--- src/common/gpc_defs.vh ---
// Constants for the general-purpose pin configuration block
// Notes on behaviour
// (RQ1) Bit 0 one is input, zero drives output
// (RQ2) Bit 1 one inverts the pin value
// (RQ3) Bit 7 one open drain, zero push-pull
// (RQ4) Group 1 bit 2 joins combined interrupt 1
// (RQ5) Groups 5/6 bit 5 joins combined interrupt 2
// (RQ6) Pin 1.5 bit 3 drives infrared transmit
// (RQ7) Pin 1.6 bit 3 drives floppy motor-on
// (RQ8) Pin 1.7 bit 3 drives floppy drive-select
// (RQ9) Pin 5.0 field: clock, irq14, gpio
// (RQ10) Pin 5.2 field: density, gpio, irq8, smi
// (RQ11) Pin 5.3 field: rom select, irq11, gpio, edge3
// (RQ12) Pin 5.4 field: rom enable, irq12, gpio, edge4
// (RQ13) Pin 6.0 field: rom data0, irq1, gpio, smi
// (RQ14) Pin 6.1 field: rom data1, irq3, gpio, led
// (RQ15) Pin 6.2 field: rom data2, irq4, gpio, ring
// (RQ16) Pin 6.3 field: rom data3, irq5, gpio, watchdog
// (RQ17) Combined interrupt routed by four-bit map field
// (RQ18) Combined interrupt debounce selectable per interrupt
// (RQ19) Reserved bits read zero, ignore writes
// (RQ20) Combined interrupt: enabled input pin active level
`ifndef GPC_DEFS_VH
`define GPC_DEFS_VH
// Register offsets
`define GPC_OFS_P15 8'he5
`define GPC_OFS_P16 8'he6
`define GPC_OFS_P17 8'he7
`define GPC_OFS_P50 8'hc8
`define GPC_OFS_P52 8'hca
`define GPC_OFS_P53 8'hcb
`define GPC_OFS_P54 8'hcc
`define GPC_OFS_P60 8'hd0
`define GPC_OFS_P61 8'hd1
`define GPC_OFS_P62 8'hd2
`define GPC_OFS_P63 8'hd3
`define GPC_OFS_CMB2 8'hef
`define GPC_OFS_CMB1 8'hf0
`define GPC_OFS_DATA_LO 8'hf8
`define GPC_OFS_DATA_HI 8'hf9
// Reset values
`define GPC_RST_CFG 8'h01
`define GPC_RST_P52 8'h09
`define GPC_RST_CMB 8'h00
`define GPC_RST_DATA 11'h000
// Writable masks, reserved bits held at zero
`define GPC_MASK_G1 8'h8f
`define GPC_MASK_G56 8'hbb
`define GPC_MASK_CMB 8'hf8
// Field positions
`define GPC_BIT_DIR 0
`define GPC_BIT_POL 1
`define GPC_BIT_EN1 2
`define GPC_BIT_FN1 3
`define GPC_FN_LSB 3
`define GPC_FN_MSB 4
`define GPC_BIT_EN2 5
`define GPC_BIT_OD 7
`define GPC_BIT_FILT 3
`define GPC_MAP_LSB 4
`define GPC_MAP_MSB 7
// Function field codes
`define GPC_FN_00 2'h0
`define GPC_FN_01 2'h1
`define GPC_FN_10 2'h2
`define GPC_FN_11 2'h3
// Combined map codes without a route
`define GPC_MAP_OFF 4'h0
`define GPC_MAP_BAD 4'h2
// Host interrupt numbers of pin functions
`define GPC_IRQ_P50 4'he
`define GPC_IRQ_P52 4'h8
`define GPC_IRQ_P53 4'hb
`define GPC_IRQ_P54 4'hc
`define GPC_IRQ_P60 4'h1
`define GPC_IRQ_P61 4'h3
`define GPC_IRQ_P62 4'h4
`define GPC_IRQ_P63 4'h5
// Timing
`define GPC_CLK_KHZ 40000
`define GPC_DEBOUNCE_US 1000
`endif

--- src/hw/gpc_debounce.v ---
// Stability filter: output follows input once steady long enough
`timescale 1ns/1ps
module gpc_debounce #(
	parameter CYCLES = 40000,
	parameter CW = 16
) (
	input wire clk,
	input wire sys_rst,
	input wire din,
	output reg dout_q
);
	reg [CW-1:0] cnt_q; // Cycles the input has differed

	// Any bounce back restarts the count, so short glitches vanish
	always @(posedge clk) begin
		if (sys_rst) begin
			cnt_q <= {CW{1'b0}};
			dout_q <= 1'b0;
		end else if (din == dout_q) begin
			cnt_q <= {CW{1'b0}};
		end else if (cnt_q >= CYCLES[CW-1:0] - 1'b1) begin
			cnt_q <= {CW{1'b0}};
			dout_q <= din; // [RQ18]
		end else begin
			cnt_q <= cnt_q + 1'b1;
		end
	end
endmodule // gpc_debounce

--- src/hw/gpc_pin_cell.v ---
// One pad driver with direction, polarity and driver type
`timescale 1ns/1ps
`include "gpc_defs.vh"
module gpc_pin_cell (
	input wire clk,
	input wire sys_rst,
	input wire [7:0] cfg,
	input wire gpio_mode,
	input wire gpio_val,
	input wire alt_drv,
	input wire alt_val,
	input wire pad_sync,
	output reg pad_out_q,
	output reg pad_oe_n_q,
	output wire level
);
	wire drv; // Pin wants to drive
	wire val; // Value to put out
	wire od; // Open-drain select

	// Direction from bit 0 only in plain pin mode
	assign drv = gpio_mode ? ~cfg[`GPC_BIT_DIR] : alt_drv; // [RQ1]
	// On the output side, polarity applies to the plain pin value only
	assign val = gpio_mode ? (gpio_val ^ cfg[`GPC_BIT_POL]) : alt_val; // [RQ2]
	assign od = cfg[`GPC_BIT_OD];
	// Pin level as seen by software, after inversion
	assign level = pad_sync ^ cfg[`GPC_BIT_POL]; // [RQ2]

	// Open drain pulls low only, floats for a one
	always @(posedge clk) begin
		if (sys_rst) begin
			pad_out_q <= 1'b1;
			pad_oe_n_q <= 1'b1;
		end else begin
			pad_out_q <= od ? 1'b0 : val; // [RQ3]
			pad_oe_n_q <= ~(drv & (~od | ~val)); // [RQ3]
		end
	end
endmodule // gpc_pin_cell

--- src/hw/gpc_pin_config_mux.v ---
// Pin configuration registers, function multiplexing and combined irqs
//
// Decided for this implementation: the strobed register port.
`timescale 1ns/1ps
`include "gpc_defs.vh"
module gpc_pin_config_mux #(
	parameter NPIN = 11,
	parameter DEBOUNCE_CYC = `GPC_DEBOUNCE_US * `GPC_CLK_KHZ / 1000
) (
	input wire clk,
	input wire sys_rst,
	// Register port
	input wire [7:0] reg_addr,
	input wire [7:0] reg_wdata,
	input wire reg_wr,
	input wire reg_rd,
	output reg [7:0] reg_rdata_q,
	// Pads: 1.5,1.6,1.7,5.0,5.2,5.3,5.4,6.0,6.1,6.2,6.3
	input wire [10:0] pad_in,
	output wire [10:0] pad_out,
	output wire [10:0] pad_oe_n,
	// Alternate output sources from other blocks
	input wire infrared_transmit_port2,
	input wire floppy_motor_on_drive1_n,
	input wire floppy_drive_select1_n,
	input wire drive_density_out1,
	input wire boot_rom_chip_select_n,
	input wire boot_rom_output_enable_n,
	input wire system_mgmt_interrupt_n,
	input wire led_drive,
	input wire watchdog_timeout_out,
	input wire [3:0] rom_data_out,
	input wire rom_data_drive,
	// Alternate inputs toward other blocks
	output reg pci_clock_q,
	output reg ring_indicate_n_q,
	output reg [3:0] rom_data_in_q,
	output reg [1:0] edge_int_q,
	// Host interrupt lines, one-hot per number
	output reg [15:0] host_irq_q
);
	// Pin indices
	localparam [3:0] P15 = 4'h0;
	localparam [3:0] P16 = 4'h1;
	localparam [3:0] P17 = 4'h2;
	localparam [3:0] P50 = 4'h3;
	localparam [3:0] P52 = 4'h4;
	localparam [3:0] P53 = 4'h5;
	localparam [3:0] P54 = 4'h6;
	localparam [3:0] P60 = 4'h7;
	localparam [3:0] P61 = 4'h8;
	localparam [3:0] P62 = 4'h9;
	localparam [3:0] P63 = 4'ha;

	reg [10:0] sync1_q; // First synchroniser stage
	reg [10:0] sync2_q; // Second stage, safe to use
	reg [10:0] prev_q; // Last sample for edge detect
	reg [7:0] cfg_q [0:10]; // Per-pin configuration
	reg [7:0] cmb1_q; // Combined interrupt 1 control
	reg [7:0] cmb2_q; // Combined interrupt 2 control
	reg [10:0] data_q; // Output values in plain pin mode
	reg hit; // Address names a pin register
	reg [3:0] idx; // Which pin register
	reg [10:0] gpio_m; // Pin is in plain mode
	reg [10:0] alt_drv; // Alternate function drives pin
	reg [10:0] alt_val; // Alternate drive value
	wire [10:0] level; // Inverted-as-configured pin level
	reg [10:0] en1; // Pin contributes to combined 1
	reg [10:0] en2; // Pin contributes to combined 2
	wire [10:0] dir_in; // Direction bit of each pin, one is input
	wire cmb1_raw; // Unfiltered combined 1
	wire cmb2_raw; // Unfiltered combined 2
	wire cmb1_flt; // Debounced combined 1
	wire cmb2_flt; // Debounced combined 2
	wire cmb1; // Combined 1 after filter select
	wire cmb2; // Combined 2 after filter select
	reg [15:0] irq_d; // Next host interrupt lines
	reg [7:0] rdata_d; // Next read data
	integer i, j, m;

	// Reset value of each pin register
	function [7:0] rst_val;
		input [3:0] k;
		begin
			rst_val = (k == P52) ? `GPC_RST_P52 : `GPC_RST_CFG;
		end
	endfunction

	// Writable bits; group 1 and groups 5/6 reserve different bits
	function [7:0] wr_mask;
		input [3:0] k;
		begin
			wr_mask = (k <= P17) ? `GPC_MASK_G1 : `GPC_MASK_G56;
		end
	endfunction

	// One-hot line for a map code; disable and invalid route nowhere
	function [15:0] route;
		input [3:0] map;
		begin
			if (map == `GPC_MAP_OFF || map == `GPC_MAP_BAD)
				route = 16'h0000; // [RQ17]
			else
				route = 16'h0001 << map; // [RQ17]
		end
	endfunction

	// Function field of a group 5/6 pin
	function [1:0] fsel;
		input [7:0] c;
		begin
			fsel = c[`GPC_FN_MSB:`GPC_FN_LSB];
		end
	endfunction

	// Two flops on every pad before any logic looks
	always @(posedge clk) begin
		if (sys_rst) begin
			sync1_q <= 11'h7ff;
			sync2_q <= 11'h7ff;
			prev_q <= 11'h7ff;
		end else begin
			sync1_q <= pad_in;
			sync2_q <= sync1_q;
			prev_q <= sync2_q;
		end
	end

	// Address decode to a pin register index
	always @* begin
		hit = 1'b1;
		idx = 4'h0;
		if (reg_addr == `GPC_OFS_P15)
			idx = P15;
		else if (reg_addr == `GPC_OFS_P16)
			idx = P16;
		else if (reg_addr == `GPC_OFS_P17)
			idx = P17;
		else if (reg_addr == `GPC_OFS_P50)
			idx = P50;
		else if (reg_addr == `GPC_OFS_P52)
			idx = P52;
		else if (reg_addr == `GPC_OFS_P53)
			idx = P53;
		else if (reg_addr == `GPC_OFS_P54)
			idx = P54;
		else if (reg_addr == `GPC_OFS_P60)
			idx = P60;
		else if (reg_addr == `GPC_OFS_P61)
			idx = P61;
		else if (reg_addr == `GPC_OFS_P62)
			idx = P62;
		else if (reg_addr == `GPC_OFS_P63)
			idx = P63;
		else
			hit = 1'b0;
	end

	// Register writes; reserved bits never store
	always @(posedge clk) begin
		if (sys_rst) begin
			for (i = 0; i < NPIN; i = i + 1)
				cfg_q[i] <= rst_val(i[3:0]);
			cmb1_q <= `GPC_RST_CMB;
			cmb2_q <= `GPC_RST_CMB;
			data_q <= `GPC_RST_DATA;
		end else if (reg_wr) begin
			if (hit) begin
				cfg_q[idx] <= reg_wdata & wr_mask(idx); // [RQ19]
			end else if (reg_addr == `GPC_OFS_CMB1) begin
				cmb1_q <= reg_wdata & `GPC_MASK_CMB; // [RQ19]
			end else if (reg_addr == `GPC_OFS_CMB2) begin
				cmb2_q <= reg_wdata & `GPC_MASK_CMB; // [RQ19]
			end else if (reg_addr == `GPC_OFS_DATA_LO) begin
				data_q[7:0] <= reg_wdata;
			end else if (reg_addr == `GPC_OFS_DATA_HI) begin
				data_q[10:8] <= reg_wdata[2:0];
			end
		end
	end

	// Read mux; data registers show live pin levels, unmapped reads zero
	always @* begin
		rdata_d = 8'h00;
		if (hit)
			rdata_d = cfg_q[idx];
		else if (reg_addr == `GPC_OFS_CMB1)
			rdata_d = cmb1_q;
		else if (reg_addr == `GPC_OFS_CMB2)
			rdata_d = cmb2_q;
		else if (reg_addr == `GPC_OFS_DATA_LO)
			rdata_d = level[7:0];
		else if (reg_addr == `GPC_OFS_DATA_HI)
			rdata_d = {5'h00, level[10:8]};
	end

	// Read data valid in the cycle after the strobe only
	always @(posedge clk) begin
		if (sys_rst)
			reg_rdata_q <= 8'h00;
		else if (reg_rd)
			reg_rdata_q <= rdata_d;
		else
			reg_rdata_q <= 8'h00;
	end

	// Function decode per pin: plain mode, alternate drive and value
	always @* begin
		gpio_m = 11'h000;
		alt_drv = 11'h000;
		alt_val = 11'h7ff;
		// Group 1: single select bit, alternate is always an output
		gpio_m[P15] = ~cfg_q[P15][`GPC_BIT_FN1]; // [RQ6]
		alt_drv[P15] = 1'b1;
		alt_val[P15] = infrared_transmit_port2; // [RQ6]
		gpio_m[P16] = ~cfg_q[P16][`GPC_BIT_FN1]; // [RQ7]
		alt_drv[P16] = 1'b1;
		alt_val[P16] = floppy_motor_on_drive1_n; // [RQ7]
		gpio_m[P17] = ~cfg_q[P17][`GPC_BIT_FN1]; // [RQ8]
		alt_drv[P17] = 1'b1;
		alt_val[P17] = floppy_drive_select1_n; // [RQ8]
		// Pin 5.0: clock and irq are inputs, reserved code floats
		gpio_m[P50] = fsel(cfg_q[P50]) == `GPC_FN_10; // [RQ9]
		// Pin 5.2 has its own encoding, plain mode is code 01
		case (fsel(cfg_q[P52]))
			`GPC_FN_00: begin
				alt_drv[P52] = 1'b1;
				alt_val[P52] = drive_density_out1; // [RQ10]
			end
			`GPC_FN_01: gpio_m[P52] = 1'b1; // [RQ10]
			`GPC_FN_11: begin
				alt_drv[P52] = 1'b1;
				alt_val[P52] = system_mgmt_interrupt_n; // [RQ10]
			end
			default: alt_drv[P52] = 1'b0;
		endcase
		// Pins 5.3 and 5.4: boot ROM strobes on code 00
		gpio_m[P53] = fsel(cfg_q[P53]) == `GPC_FN_10; // [RQ11]
		alt_drv[P53] = fsel(cfg_q[P53]) == `GPC_FN_00; // [RQ11]
		alt_val[P53] = boot_rom_chip_select_n;
		gpio_m[P54] = fsel(cfg_q[P54]) == `GPC_FN_10; // [RQ12]
		alt_drv[P54] = fsel(cfg_q[P54]) == `GPC_FN_00; // [RQ12]
		alt_val[P54] = boot_rom_output_enable_n;
		// Group 6: ROM data turns around with the ROM cycle
		for (j = P60; j <= P63; j = j + 1) begin
			gpio_m[j] = fsel(cfg_q[j]) == `GPC_FN_10;
			alt_drv[j] = (fsel(cfg_q[j]) == `GPC_FN_00) & rom_data_drive;
			alt_val[j] = rom_data_out[j-P60];
		end
		// Code 11 outputs of group 6; ring on 6.2 is an input
		if (fsel(cfg_q[P60]) == `GPC_FN_11) begin
			alt_drv[P60] = 1'b1;
			alt_val[P60] = system_mgmt_interrupt_n; // [RQ13]
		end
		if (fsel(cfg_q[P61]) == `GPC_FN_11) begin
			alt_drv[P61] = 1'b1;
			alt_val[P61] = led_drive; // [RQ14]
		end
		if (fsel(cfg_q[P63]) == `GPC_FN_11) begin
			alt_drv[P63] = 1'b1;
			alt_val[P63] = watchdog_timeout_out; // [RQ16]
		end
	end

	// One pad driver per pin
	genvar g;
	generate
		for (g = 0; g < NPIN; g = g + 1) begin : pin
			gpc_pin_cell u_cell (
				.clk(clk),
				.sys_rst(sys_rst),
				.cfg(cfg_q[g]),
				.gpio_mode(gpio_m[g]),
				.gpio_val(data_q[g]),
				.alt_drv(alt_drv[g]),
				.alt_val(alt_val[g]),
				.pad_sync(sync2_q[g]),
				.pad_out_q(pad_out[g]),
				.pad_oe_n_q(pad_oe_n[g]),
				.level(level[g])
			);
			assign dir_in[g] = cfg_q[g][`GPC_BIT_DIR]; // [RQ1]
		end
	endgenerate

	// Group enables: bit 2 for group 1, bit 5 for groups 5 and 6
	always @* begin
		en1 = 11'h000;
		en2 = 11'h000;
		for (m = 0; m < NPIN; m = m + 1) begin
			if (m <= P17)
				en1[m] = cfg_q[m][`GPC_BIT_EN1]; // [RQ4]
			else
				en2[m] = cfg_q[m][`GPC_BIT_EN2]; // [RQ5]
		end
	end

	// Only input pins at an active level raise a combined interrupt
	assign cmb1_raw = |(en1 & level & gpio_m & dir_in); // [RQ20]
	assign cmb2_raw = |(en2 & level & gpio_m & dir_in); // [RQ20]

	// Filters always run so that switching them in is glitch free
	gpc_debounce #(
		.CYCLES(DEBOUNCE_CYC),
		.CW(32)
	) u_flt1 (
		.clk(clk),
		.sys_rst(sys_rst),
		.din(cmb1_raw),
		.dout_q(cmb1_flt)
	);
	gpc_debounce #(
		.CYCLES(DEBOUNCE_CYC),
		.CW(32)
	) u_flt2 (
		.clk(clk),
		.sys_rst(sys_rst),
		.din(cmb2_raw),
		.dout_q(cmb2_flt)
	);

	assign cmb1 = cmb1_q[`GPC_BIT_FILT] ? cmb1_flt : cmb1_raw; // [RQ18]
	assign cmb2 = cmb2_q[`GPC_BIT_FILT] ? cmb2_flt : cmb2_raw; // [RQ18]

	// Host lines: combined routes plus pins in their irq function
	always @* begin
		irq_d = route(cmb1_q[`GPC_MAP_MSB:`GPC_MAP_LSB]) & {16{cmb1}};
		irq_d = irq_d
			| (route(cmb2_q[`GPC_MAP_MSB:`GPC_MAP_LSB]) & {16{cmb2}});
		if (fsel(cfg_q[P50]) == `GPC_FN_01)
			irq_d[`GPC_IRQ_P50] = irq_d[`GPC_IRQ_P50] | level[P50]; // [RQ9]
		if (fsel(cfg_q[P52]) == `GPC_FN_10)
			irq_d[`GPC_IRQ_P52] = irq_d[`GPC_IRQ_P52] | level[P52]; // [RQ10]
		if (fsel(cfg_q[P53]) == `GPC_FN_01)
			irq_d[`GPC_IRQ_P53] = irq_d[`GPC_IRQ_P53] | level[P53]; // [RQ11]
		if (fsel(cfg_q[P54]) == `GPC_FN_01)
			irq_d[`GPC_IRQ_P54] = irq_d[`GPC_IRQ_P54] | level[P54]; // [RQ12]
		if (fsel(cfg_q[P60]) == `GPC_FN_01)
			irq_d[`GPC_IRQ_P60] = irq_d[`GPC_IRQ_P60] | level[P60]; // [RQ13]
		if (fsel(cfg_q[P61]) == `GPC_FN_01)
			irq_d[`GPC_IRQ_P61] = irq_d[`GPC_IRQ_P61] | level[P61]; // [RQ14]
		if (fsel(cfg_q[P62]) == `GPC_FN_01)
			irq_d[`GPC_IRQ_P62] = irq_d[`GPC_IRQ_P62] | level[P62]; // [RQ15]
		if (fsel(cfg_q[P63]) == `GPC_FN_01)
			irq_d[`GPC_IRQ_P63] = irq_d[`GPC_IRQ_P63] | level[P63]; // [RQ16]
	end

	// Registered alternate inputs; unselected ones sit at idle, except ROM data, which always follows pads 6.0-6.3
	always @(posedge clk) begin
		if (sys_rst) begin
			host_irq_q <= 16'h0000;
			pci_clock_q <= 1'b0;
			ring_indicate_n_q <= 1'b1;
			rom_data_in_q <= 4'h0;
			edge_int_q <= 2'h0;
		end else begin
			host_irq_q <= irq_d;
			// Sampled clock only; fine for presence, not for timing
			pci_clock_q <= (fsel(cfg_q[P50]) == `GPC_FN_00)
				& sync2_q[P50]; // [RQ9]
			ring_indicate_n_q <= (fsel(cfg_q[P62]) != `GPC_FN_11)
				| sync2_q[P62]; // [RQ15]
			rom_data_in_q <= sync2_q[P63:P60]; // [RQ13]
			// Either edge gives a one-cycle pulse
			edge_int_q[0] <= (fsel(cfg_q[P53]) == `GPC_FN_11)
				& (sync2_q[P53] ^ prev_q[P53]); // [RQ11]
			edge_int_q[1] <= (fsel(cfg_q[P54]) == `GPC_FN_11)
				& (sync2_q[P54] ^ prev_q[P54]); // [RQ12]
		end
	end
endmodule // gpc_pin_config_mux

--- config.mk ---
export PLATFORM = sky130hd
export DESIGN_NAME = gpc_pin_config_mux
export DESIGN_NICKNAME = d
export VERILOG_FILES = /design/src/hw/gpc_debounce.v /design/src/hw/gpc_pin_cell.v /design/src/hw/gpc_pin_config_mux.v
export VERILOG_INCLUDE_DIRS = /design/src /design/src/common
export SDC_FILE = /design/constraint.sdc
export NUM_CORES = 1
export LEC_CHECK = 0
export ABC_CLOCK_PERIOD_IN_PS = 8100
export BUFFER_PORTS_ARGS = -buffer_cell sky130_fd_sc_hd__buf_2
export CORE_MARGIN = 3
export CORE_UTILIZATION = 32
export CTS_BUF_LIST = sky130_fd_sc_hd__clkbuf_8
export DETAILED_ROUTE_END_ITERATION = 6
export GPL_ROUTABILITY_DRIVEN = 0
export PLACE_DENSITY = 0.56
export SLEW_MARGIN = 10
export SYNTH_ARGS = -nofsm -noshare
export SYNTH_HDL_FRONTEND = slang
export SYNTH_HIERARCHICAL = 1
export SYNTH_SLANG_ARGS = --single-unit
--- constraint.sdc ---
create_clock -name clk -period 8.1 [get_ports clk]
set_clock_uncertainty 0.2 [all_clocks]
set_input_delay 1.62 -clock clk [delete_from_list [all_inputs] [get_ports clk]]
set_output_delay 1.62 -clock clk [all_outputs]
set_load 0.02 [all_outputs]
==> results.md, run 1 <==
* CTS H-tree depth at 2
* Post-synth top cells: 172 x dfxtp_1, 118 x nor2_1, 77 x edfxtp_1
* Number of detailed-route iterations in the first pass at 5
* Reg-to-reg setup timing slack at 5.46 ns
* Syn Std Cell Area at 10600 µm²
* Cell Pwr Density at 220 nW/µm²
* Die Y at 188 µm
* Worst path required time at 8.08 ns
* Max_cap viols at 0
* Vias in the first global route at 8024
* Initial antenna violation count at 0
* Fmax at 218 MHz
* CORE AREA at 32600 µm²
* Max-slew violations at 0
* Worst hold path cell count at 1
* Worst slew pin tran at 1.20 ns
* Reg2Reg Depth at 6
* RSZ-0062 raised after global routing: no
* Latest clock arrival within the worst-skew pair at 0.57 ns
* Endpoints failing hold at 0
* Yosys top cell area share at 32.4%
* First-pass GRT wire length at 46100 µm
* Dpl hpwl at 22200 µm
* Via count at 8064
* CTS tree: done
* Synth top area cells: dfxtp_1 32%, edfxtp_1 22%, mux2i_1 5.3%, nor2_1 4.2%, xnor2_1 2.6%
* Final period util at 56.6%
* Die area at 35500 µm²
* Gr usage total at 16.7%
* Root buffer cell: clkbuf_8
* Initial core utilization at 32.6%
* Peak VDD IR at 118 µV
* Cell Rows at 66
* Ant. Diodes at 0
* Area Overhead vs Synth at 19.6%
* Tightest Hold Check Type: reg2reg
* Register area share after synthesis at 54.1%
* FFs w/ async S/R, synth at 0%
* Pin count of the biggest net entering global routing at 73
* Outcome: complete, no violations
* Initial DRC Count at 701
* Mapped Cells at 1007
* Hold_buf cts at 0
* CTS sink cnt at 249
* Main synth FF type: dfxtp_1
* Postcts setup bufs at 0
* WS Path Type: in2reg
* Number of flops mapped to enable cells by yosys at 77
* Leak Pwr at 5.09 nW
* Most common cell in the synthesized netlist: dfxtp_1
* Relative slew slack at 19.8%
* Worst EP arrival at 4.56 ns
* Ratio of cells with drive above 1 in the final layout at 21.6%
* Port Buffers at 98
* Setup-failing EPs final at 0
* Maximum clock insertion buffer count at 3
* Syn avg cell area at 10.6 µm²
* # DRC at 0
* Setup crit end kind: flip-flop
* Critical Path Start Type: input port
* Layout Nets at 1230
* Chip width at 188 µm
* Synth area leader: dfxtp_1
* Final core occ at 39.0%
* Clock-pin slew on the worst setup and hold paths at 0.06 ns
* Worst Path Max Fanout at 14
* Total wire length at 30300 µm
* Grt ovf at 0
* Seq cells post-synth at 249
* Antenna Violating Nets Remaining at 0
* Average wire per standard cell at 18.2 µm
* Post-CTS sizing at 0
* Setup TNS at 0 ns
* Synth cell types at 91
* Yosys warns at 6
* Num CTS Buffers at 46
* Vias per cell at 4.86
* Fin crit period at 4.58 ns
* Num ports at 99
## flip-flops by register name (all words and copies together), names as in the netlist, 2 cells and up
register               cells
cmb1_q                     5
cfg_q                     84
sync1_q                   11
host_irq_q                16
data_q                    11
sync2_q                   11
reg_rdata_q                8
edge_int_q                 2
pin.u_cell/pad_out_q      11
u_flt2/cnt_q              32
cmb2_q                     5
u_flt1/cnt_q              32
pin.u_cell/pad_oe_n_q     11
rom_data_in_q              4
prev_q                     2
## power breakdown
group          internal, mW  leakage (nW)  switching, mW
Clock                 0.724         0.551          0.543
Combinational        0.0582          2.38          0.107
Sequential             1.33          2.15         0.0301
## worst paths after layout
kind                   endpoint         from
setup / recovery    cfg_q[5][2]  reg_addr[1]
setup reg to reg  host_irq_q[5]  cfg_q[0][1]
hold reg to reg      sync2_q[8]   sync1_q[8]
hold / removal       sync2_q[8]   sync1_q[8]
## layer usage
metal  vias up  share of wire (%)  track usage [%]
met5         -                  0                0
li1       3903                  -                -
met3        67                6.6             3.03
met4         0                3.4             6.50
met1      3787                 43             21.7
met2       307                 47             27.6
## layout make-up
type / count / area, µm²
Sequential cell: 249 / 5760
Inverter: 39 / 146
Clock buffer: 59 / 812
Tap cell: 442 / 553
Timing Repair Buffer: 102 / 523
Multi-Input combinational cell: 741 / 4750
Clock inverter: 27 / 184
Fill cell: 3250 / 19900
## stage by stage
| step | power (mW) | setup slack [ns] | area (µm²) | instances | hold slack (ns) |
|---|---|---|---|---|---|
| 5_1_grt | 2.91 | 3.33 | 12700 | 1659 | 0.219 |
| 3_3_place_gp | 1.55 | 3.24 | 11700 | 1573 | 0.195 |
| 4_1_cts | 2.83 | 3.64 | 12700 | 1659 | 0.212 |
| 6_report | 2.80 | 3.52 | 12700 | 1659 | 0.206 |
| 2_1_floorplan | 1.48 | 3.99 | 10800 | 1061 | 0.189 |
| 3_5_place_dp | 1.55 | 3.06 | 11700 | 1573 | 0.196 |
## kinds of logic (layout without fill, tap and decap cells)
kind of cell / Yosys count / count (layout) / share of synthesized area [%]
adder cells (fa/ha/maj): 6 / 6 / 0.706
buffers and inverters: 71 / 227 / 3.22
XOR/XNOR: 51 / 51 / 4.20
other: 4 / 58 / 0.141
AND/OR/NAND/NOR: 414 / 414 / 20.9
multiplexers: 59 / 59 / 5.59
AO/OA/AOI/OAI: 153 / 153 / 11.2
flip-flops: 249 / 249 / 54.1
## critical path: stages
cell and delay (ns):
buf_2 0.24, or2_1 0.36, nor3_1 0.10, a211oi_2 0.72, a21oi_1 0.59, a21o_1 0.37
o21bai_1 0.55
## placed cells by master (no fill, tap or decap), types with 7 or more instances in the layout
cell      count
a211o_1      16
a21o_2       11
a21oi_1      24
and3_1        7
buf_2        97
clkbuf_8     59
clkinv_2      7
conb_1       58
dfxtp_1     172
edfxtp_1     77
inv_1        48
mux2i_1      56
nand2_1      72
nand2b_1     18
nand3_1      24
nand4_1      22
nor2_1      118
nor2_2       11
nor2b_1      17
nor3_1       21
nor4_1       11
o21ai_0      18
o22ai_1      11
or2_1         7
or2_2        29
or3_1        10
xnor2_1      32
xor2_1       19
Power figures use the tool's default switching activity.
==> inputs of run 2 (changes only) <==
- ABC_CLOCK_PERIOD_IN_PS: 8100 -> 4100
- PLACE_DENSITY: 0.56 -> 0.58
- clock period: 8.1 -> 4.1 ns (I/O delays scaled with it)
==> run 2 against run 1 <==
Compared with the run above:
- die area stayed put
- register-to-register slack lost 4.2 ns
- final area is 1.1% higher
- worst setup slack worse by 2.6 ns
- critical path depth increased by 2
- via count rose by 1.3%
- highest routed layer is now met5
- sequential share of layout area down 0.51 points
- wire length fell by 0.27%
==> results.md, run 2 (synthesis results as in run 1) <==
* Outcome: complete, no violations
* Average wire per standard cell at 18.0 µm
* Worst Path Max Fanout at 14
* Final core occ at 39.5%
* Grt ovf at 0
* Initial core utilization at 32.6%
* Cell mode on critical path: buf_4
* Layout Nets at 1252
* # DRC at 0
* Max FFs per register at 84
* Hold_buf cts at 0
* Cell Chain, Critical Path: buf_2 -> or2_1 -> nor3_1 -> a211oi_2 -> a21oi_1 -> buf_4 -> a21o_1 -> o21bai_1 -> buf_4
* Antenna Violating Nets Remaining at 0
* Setup TNS at 0 ns
* Relative slew slack at 35.2%
* Post-route design area at 12900 µm²
* Post-CTS sizing at 0
* Dpl hpwl at 22700 µm
* Leak Pwr at 5.18 nW
* Ant. Diodes at 0
* Number of detailed-route iterations in the first pass at 6
* Most frequent cells in the layout: 172 x dfxtp_1, 118 x nor2_1, 97 x buf_2
* RSZ-0062 raised after global routing: no
* Setup-failing EPs final at 0
* Chip width at 188 µm
* CTS H-tree depth at 2
* Most common cell after layout, fill and taps aside: dfxtp_1
* Fill cells at 3230
* Vias per cell at 4.88
* WS Path Type: in2reg
* Die area at 35500 µm²
* Num ports at 99
* Die Y at 188 µm
* Worst EP arrival at 3.23 ns
* Clock Power Share at 44.4%
* Via count at 8172
* Biggest regs: cfg_q (84), u_flt1/cnt_q (32), u_flt2/cnt_q (32)
* Latest clock arrival within the worst-skew pair at 0.55 ns
* Ratio of cells with drive above 1 in the final layout at 23.0%
* Register Area at 5760 µm²
* Postcts setup bufs at 0
* Area of the multi-input gates at 4750 µm²
* Max_cap viols at 0
* Endpoints failing hold at 0
* CTS tree: done
* Switch Pwr at 1.29 mW
* First-pass GRT wire length at 45500 µm
* Peak VDD IR at 260 µV
* Vias in the first global route at 7856
* Cell Rows at 66
* Max-slew violations at 0
* Crit-path max cell delay at 0.77 ns
* Maximum clock insertion buffer count at 3
* Fmax at 314 MHz
* P_int at 4.15 mW
* Tightest Hold Check Type: reg2reg
* Clock-pin slew on the worst setup and hold paths at 0.06 ns
* Initial antenna violation count at 1
* Initial DRC Count at 758
* CORE AREA at 32600 µm²
* Worst path required time at 4.15 ns
* Port Buffers at 98
* Pin count of the biggest net entering global routing at 59
* Sw Ratio at 23.8%
* CTS sink cnt at 249
* Worst slew pin tran at 0.970 ns
* Total wire length at 30200 µm
* Cell Pwr Density at 423 nW/µm²
* Setup crit end kind: flip-flop
* Crit-path slowest cell: a211oi_2
* Area Overhead vs Synth at 21.0%
* Gr usage total at 16.5%
* Fin crit period at 3.18 ns
* Critical Path Start Type: input port
* Sequential share of power at 49.5%
* Final period util at 77.6%
* Combinational Power Share at 6.0%
* Hold slack at 0.204 ns
* Num CTS Buffers at 43
* Largest Register: cfg_q
* Root buffer cell: clkbuf_8
* Placed Area at 11900 µm²
-- run 2: power by group through the flow --
stage | Combinational, mW | Sequential (mW) | Clock, mW
2_1_floorplan | 0.177 | 2.75 | 0
3_3_place_gp | 0.322 | 2.75 | 0
3_5_place_dp | 0.325 | 2.75 | 0
4_1_cts | 0.326 | 2.70 | 2.49
5_1_grt | 0.357 | 2.71 | 2.61
6_report | 0.328 | 2.70 | 2.42
-- run 2: path summary, 6_finish.rpt --
check,start,end,slack (ns),depth (start not counted)
setup / recovery,reg_addr[1],cfg_q[5][3],0.92,9
setup reg to reg,cfg_q[3][1],u_flt2/cnt_q[14],1.30,8
hold / removal,sync1_q[1],sync2_q[1],0.20,1
hold reg to reg,sync1_q[1],sync2_q[1],0.20,1
-- run 2: final cells by class --
type	instances	area share (%)
tap	442	4.30
sequential	249	44.7
clock inverter	20	1.22
inverter	39	1.14
timing repair buffer	127	5.52
multi-input combinational	741	36.9
clock buffer	58	6.20
-- run 2: critical path, delay by kind of cell --
kind / cells / cell delay, ns
buf+inv: 3 / 0.63
compound gates: 4 / 1.32
simple gates: 2 / 0.45
-- run 2: routing by layer --
layer / track usage (%) / part of all wire, % / routed length, µm
met3: 3.74 / 7.5 / 2270
met4: 5.53 / 2.6 / 796
met5: 0 / 0.030 / 9
met2: 27.8 / 48 / 14500
met1: 21.0 / 42 / 12600
-- run 2: metrics by stage --
stage	instances	total power [mW]	setup slack, ns
4_1_cts	1676	5.52	0.998
3_5_place_dp	1598	3.08	0.430
3_3_place_gp	1598	3.07	0.470
2_1_floorplan	1061	2.93	0.791
5_1_grt	1676	5.67	0.708
6_report	1676	5.45	0.917
==> inputs of run 3 (changes only) <==
- ABC_AREA: not set -> 1
- ABC_CLOCK_PERIOD_IN_PS: 4100 -> 2800
- clock period: 4.1 -> 2.8 ns (I/O delays scaled with it)
==> run 3 against run 2 <==
Compared with the run above:
- power increased by 47%
- first-iteration DRC count decreased by 13%
- die area increased by 5.3%
- largest power group unchanged
==> results.md, run 3 <==
* Outcome: complete, no violations
* Average wire per standard cell at 14.8 µm
* Ratio of cells with drive above 1 in the final layout at 18.8%
* Num ports at 99
* First-pass GRT wire length at 49500 µm
* Area Overhead vs Synth at 23.8%
* Post-synth top cells: 304 x nand2_1, 202 x inv_1, 172 x dfxtp_1
* Biggest regs: cfg_q (84), u_flt1/cnt_q (32), u_flt2/cnt_q (32)
* Worst EP arrival at 2.83 ns
* Main synth FF type: dfxtp_1
* Fmax at 395 MHz
* Vias in the first global route at 9262
* Cell Pwr Density at 577 nW/µm²
* Die Y at 193 µm
* Most frequent cells in the layout: 304 x nand2_1, 218 x inv_1, 172 x dfxtp_1
* Setup crit end kind: flip-flop
* Yosys warns at 6
* Worst Path Max Fanout at 16
* Num CTS Buffers at 46
* CTS tree: done
* Root buffer cell: clkbuf_8
* Yosys top cell area share at 30.7%
* Pin count of the biggest net entering global routing at 48
* # DRC at 0
* Worst path required time at 3.09 ns
* Largest Register: cfg_q
* Register area share after synthesis at 51.3%
* Most common cell after layout, fill and taps aside: nand2_1
* Synth cell types at 49
* Endpoints failing hold at 0
* Total power at 8.02 mW
* Critical R2R Launch: cfg_q[7][1]
* Maximum clock insertion buffer count at 3
* Max_cap viols at 0
* CTS H-tree depth at 2
* Die area at 37400 µm²
* Syn Std Cell Area at 11200 µm²
* CORE AREA at 34000 µm²
* Syn avg cell area at 7.99 µm²
* WS Path Type: reg2reg
* Cell Rows at 67
* Latest clock arrival within the worst-skew pair at 0.57 ns
* Vias per cell at 4.57
* Initial antenna violation count at 3
* Clock-pin slew on the worst setup and hold paths at 0.06 ns
* CTS sink cnt at 249
* Synth area leader: dfxtp_1
* Leak Pwr at 6.22 nW
* Fin crit period at 2.53 ns
* FFs w/ async S/R, synth at 0%
* Final Non-Filler Cells at 2133
* Layout Nets at 1697
* Max FFs per register at 84
* Worst flop-to-flop path endpoint: u_flt2/cnt_q[10]
* Grt ovf at 0
* Reg-to-reg setup timing slack at 0.27 ns
* Relative slew slack at 40.8%
* Chip width at 193 µm
* Dpl hpwl at 24000 µm
* Via count at 9739
* Placed cell count at 2035
* Initial core utilization at 33.0%
* Antenna Violating Nets Remaining at 0
* Mapped Cells at 1405
* Worst hold path cell count at 3
* Peak VDD IR at 277 µV
* Synth top area cells: dfxtp_1 31%, edfxtp_1 21%, nand2_1 10%, inv_1 6.8%, nand3_1 6.4%
* Hold path start: reg_wdata[1]
* Max-slew violations at 0
* Critical Path Start Type: flip-flop
* Hold EP: data_q[9]
* Number of flops mapped to enable cells by yosys at 77
* Number of detailed-route iterations in the first pass at 6
* Final period util at 90.5%
* Initial DRC Count at 656
* Port Buffers at 98
* RSZ-0062 raised after global routing: no
* Hold slack at 0.0737 ns
* Postcts setup bufs at 0
* Reg2Reg Depth at 9
* Gr usage total at 16.4%
* Tightest Hold Check Type: in2reg
* Total wire length at 31600 µm
* Setup-failing EPs final at 0
* Worst slew pin tran at 0.885 ns
* Most common cell in the synthesized netlist: nand2_1
* Seq cells post-synth at 249
* Setup TNS at 0 ns
-- run 3: cell count changes in the layout (fill, tap and decap cells not counted), moves of 27 or more --
cell	previous run	this run
buf_4	30	57
nor2_1	118	170
nand2_1	72	304
inv_1	46	218
nand3_1	24	143
mux2i_1	56	1
-- run 3: through the flow --
stage / worst slack [ns] / util (%) / cell area (µm²)
2_1_floorplan: 0.106 / - / 11400
3_3_place_gp: -0.0220 / 37.7 / 12800
3_5_place_dp: -0.112 / 37.7 / 12800
4_1_cts: 0.224 / 40.8 / 13900
5_1_grt: 0.0512 / 40.8 / 13900
6_report: 0.267 / 40.8 / 13900
-- run 3: worst max-delay path by stage --
stage	start	to	depth (start not counted)
after floorplan	reg_addr[6]	cfg_q[9][0]	10
after global routing	cfg_q[9][1]	u_flt2/cnt_q[5]	9
after detailed placement	reg_addr[6]	cfg_q[2][7]	11
final	cfg_q[7][1]	u_flt2/cnt_q[10]	9
after global placement	reg_addr[6]	cfg_q[2][5]	11
after CTS	cfg_q[7][1]	u_flt2/cnt_q[10]	9
-- run 3: worst max-delay path, cell delays in order, from the launching register on --
cell	delay [ns]
edfxtp_1	0.45
xor2_1	0.21
nand3_1	0.09
nor2_1	0.07
nor3_1	0.41
buf_4	0.20
nand2_1	0.07
xor2_1	0.24
nand4_4	0.33
nor2_1	0.18
-- run 3: cell type report --
class	instances	area, µm²
repair buffers	171	1130
flip-flops and latches	249	5760
clock buffers	52	716
inverters	209	787
multi-input cells	969	4720
clock inverters	33	224
well taps	448	561
diodes	2	5.00
fillers	3536	20100
-- run 3: per-layer routing --
metal	up-vias	track usage (%)	wire length (µm)	part of all wire, %
met3	75	5.06	2750	8.7
met4	4	5.55	938	3.0
met1	4408	21.7	14000	44
li1	4921	-	-	-
met2	331	25.6	13900	44
met5	-	0	23	0.073
-- run 3: what timing repair did --
action | 4_1_cts | 5_1_grt
resized for setup | 0 | 0
hold buffers | 11 | 0
endpoints found under the hold margin | 11 | 0
-- run 3: kinds of logic after synthesis --
group           count (synthesis)  synth area share (%)
simple gates                  762                  31.0
xor+xnor                       38                  2.97
mux                             3                 0.290
other cells                     4                 0.134
buf+inv                       241                  8.45
flops                         249                  51.3
compound gates                102                  5.18
fa+ha+maj                       6                 0.669
-- run 3: power by group --
| part | internal [mW] | leakage (nW) | total [mW] | switching [mW] |
|---|---|---|---|---|
| clock network | 1.99 | 0.542 | 3.52 | 1.54 |
| logic | 0.197 | 3.52 | 0.561 | 0.363 |
| registers | 3.86 | 2.15 | 3.94 | 0.0732 |
| total | 6.05 | 6.22 | 8.02 | 1.98 |
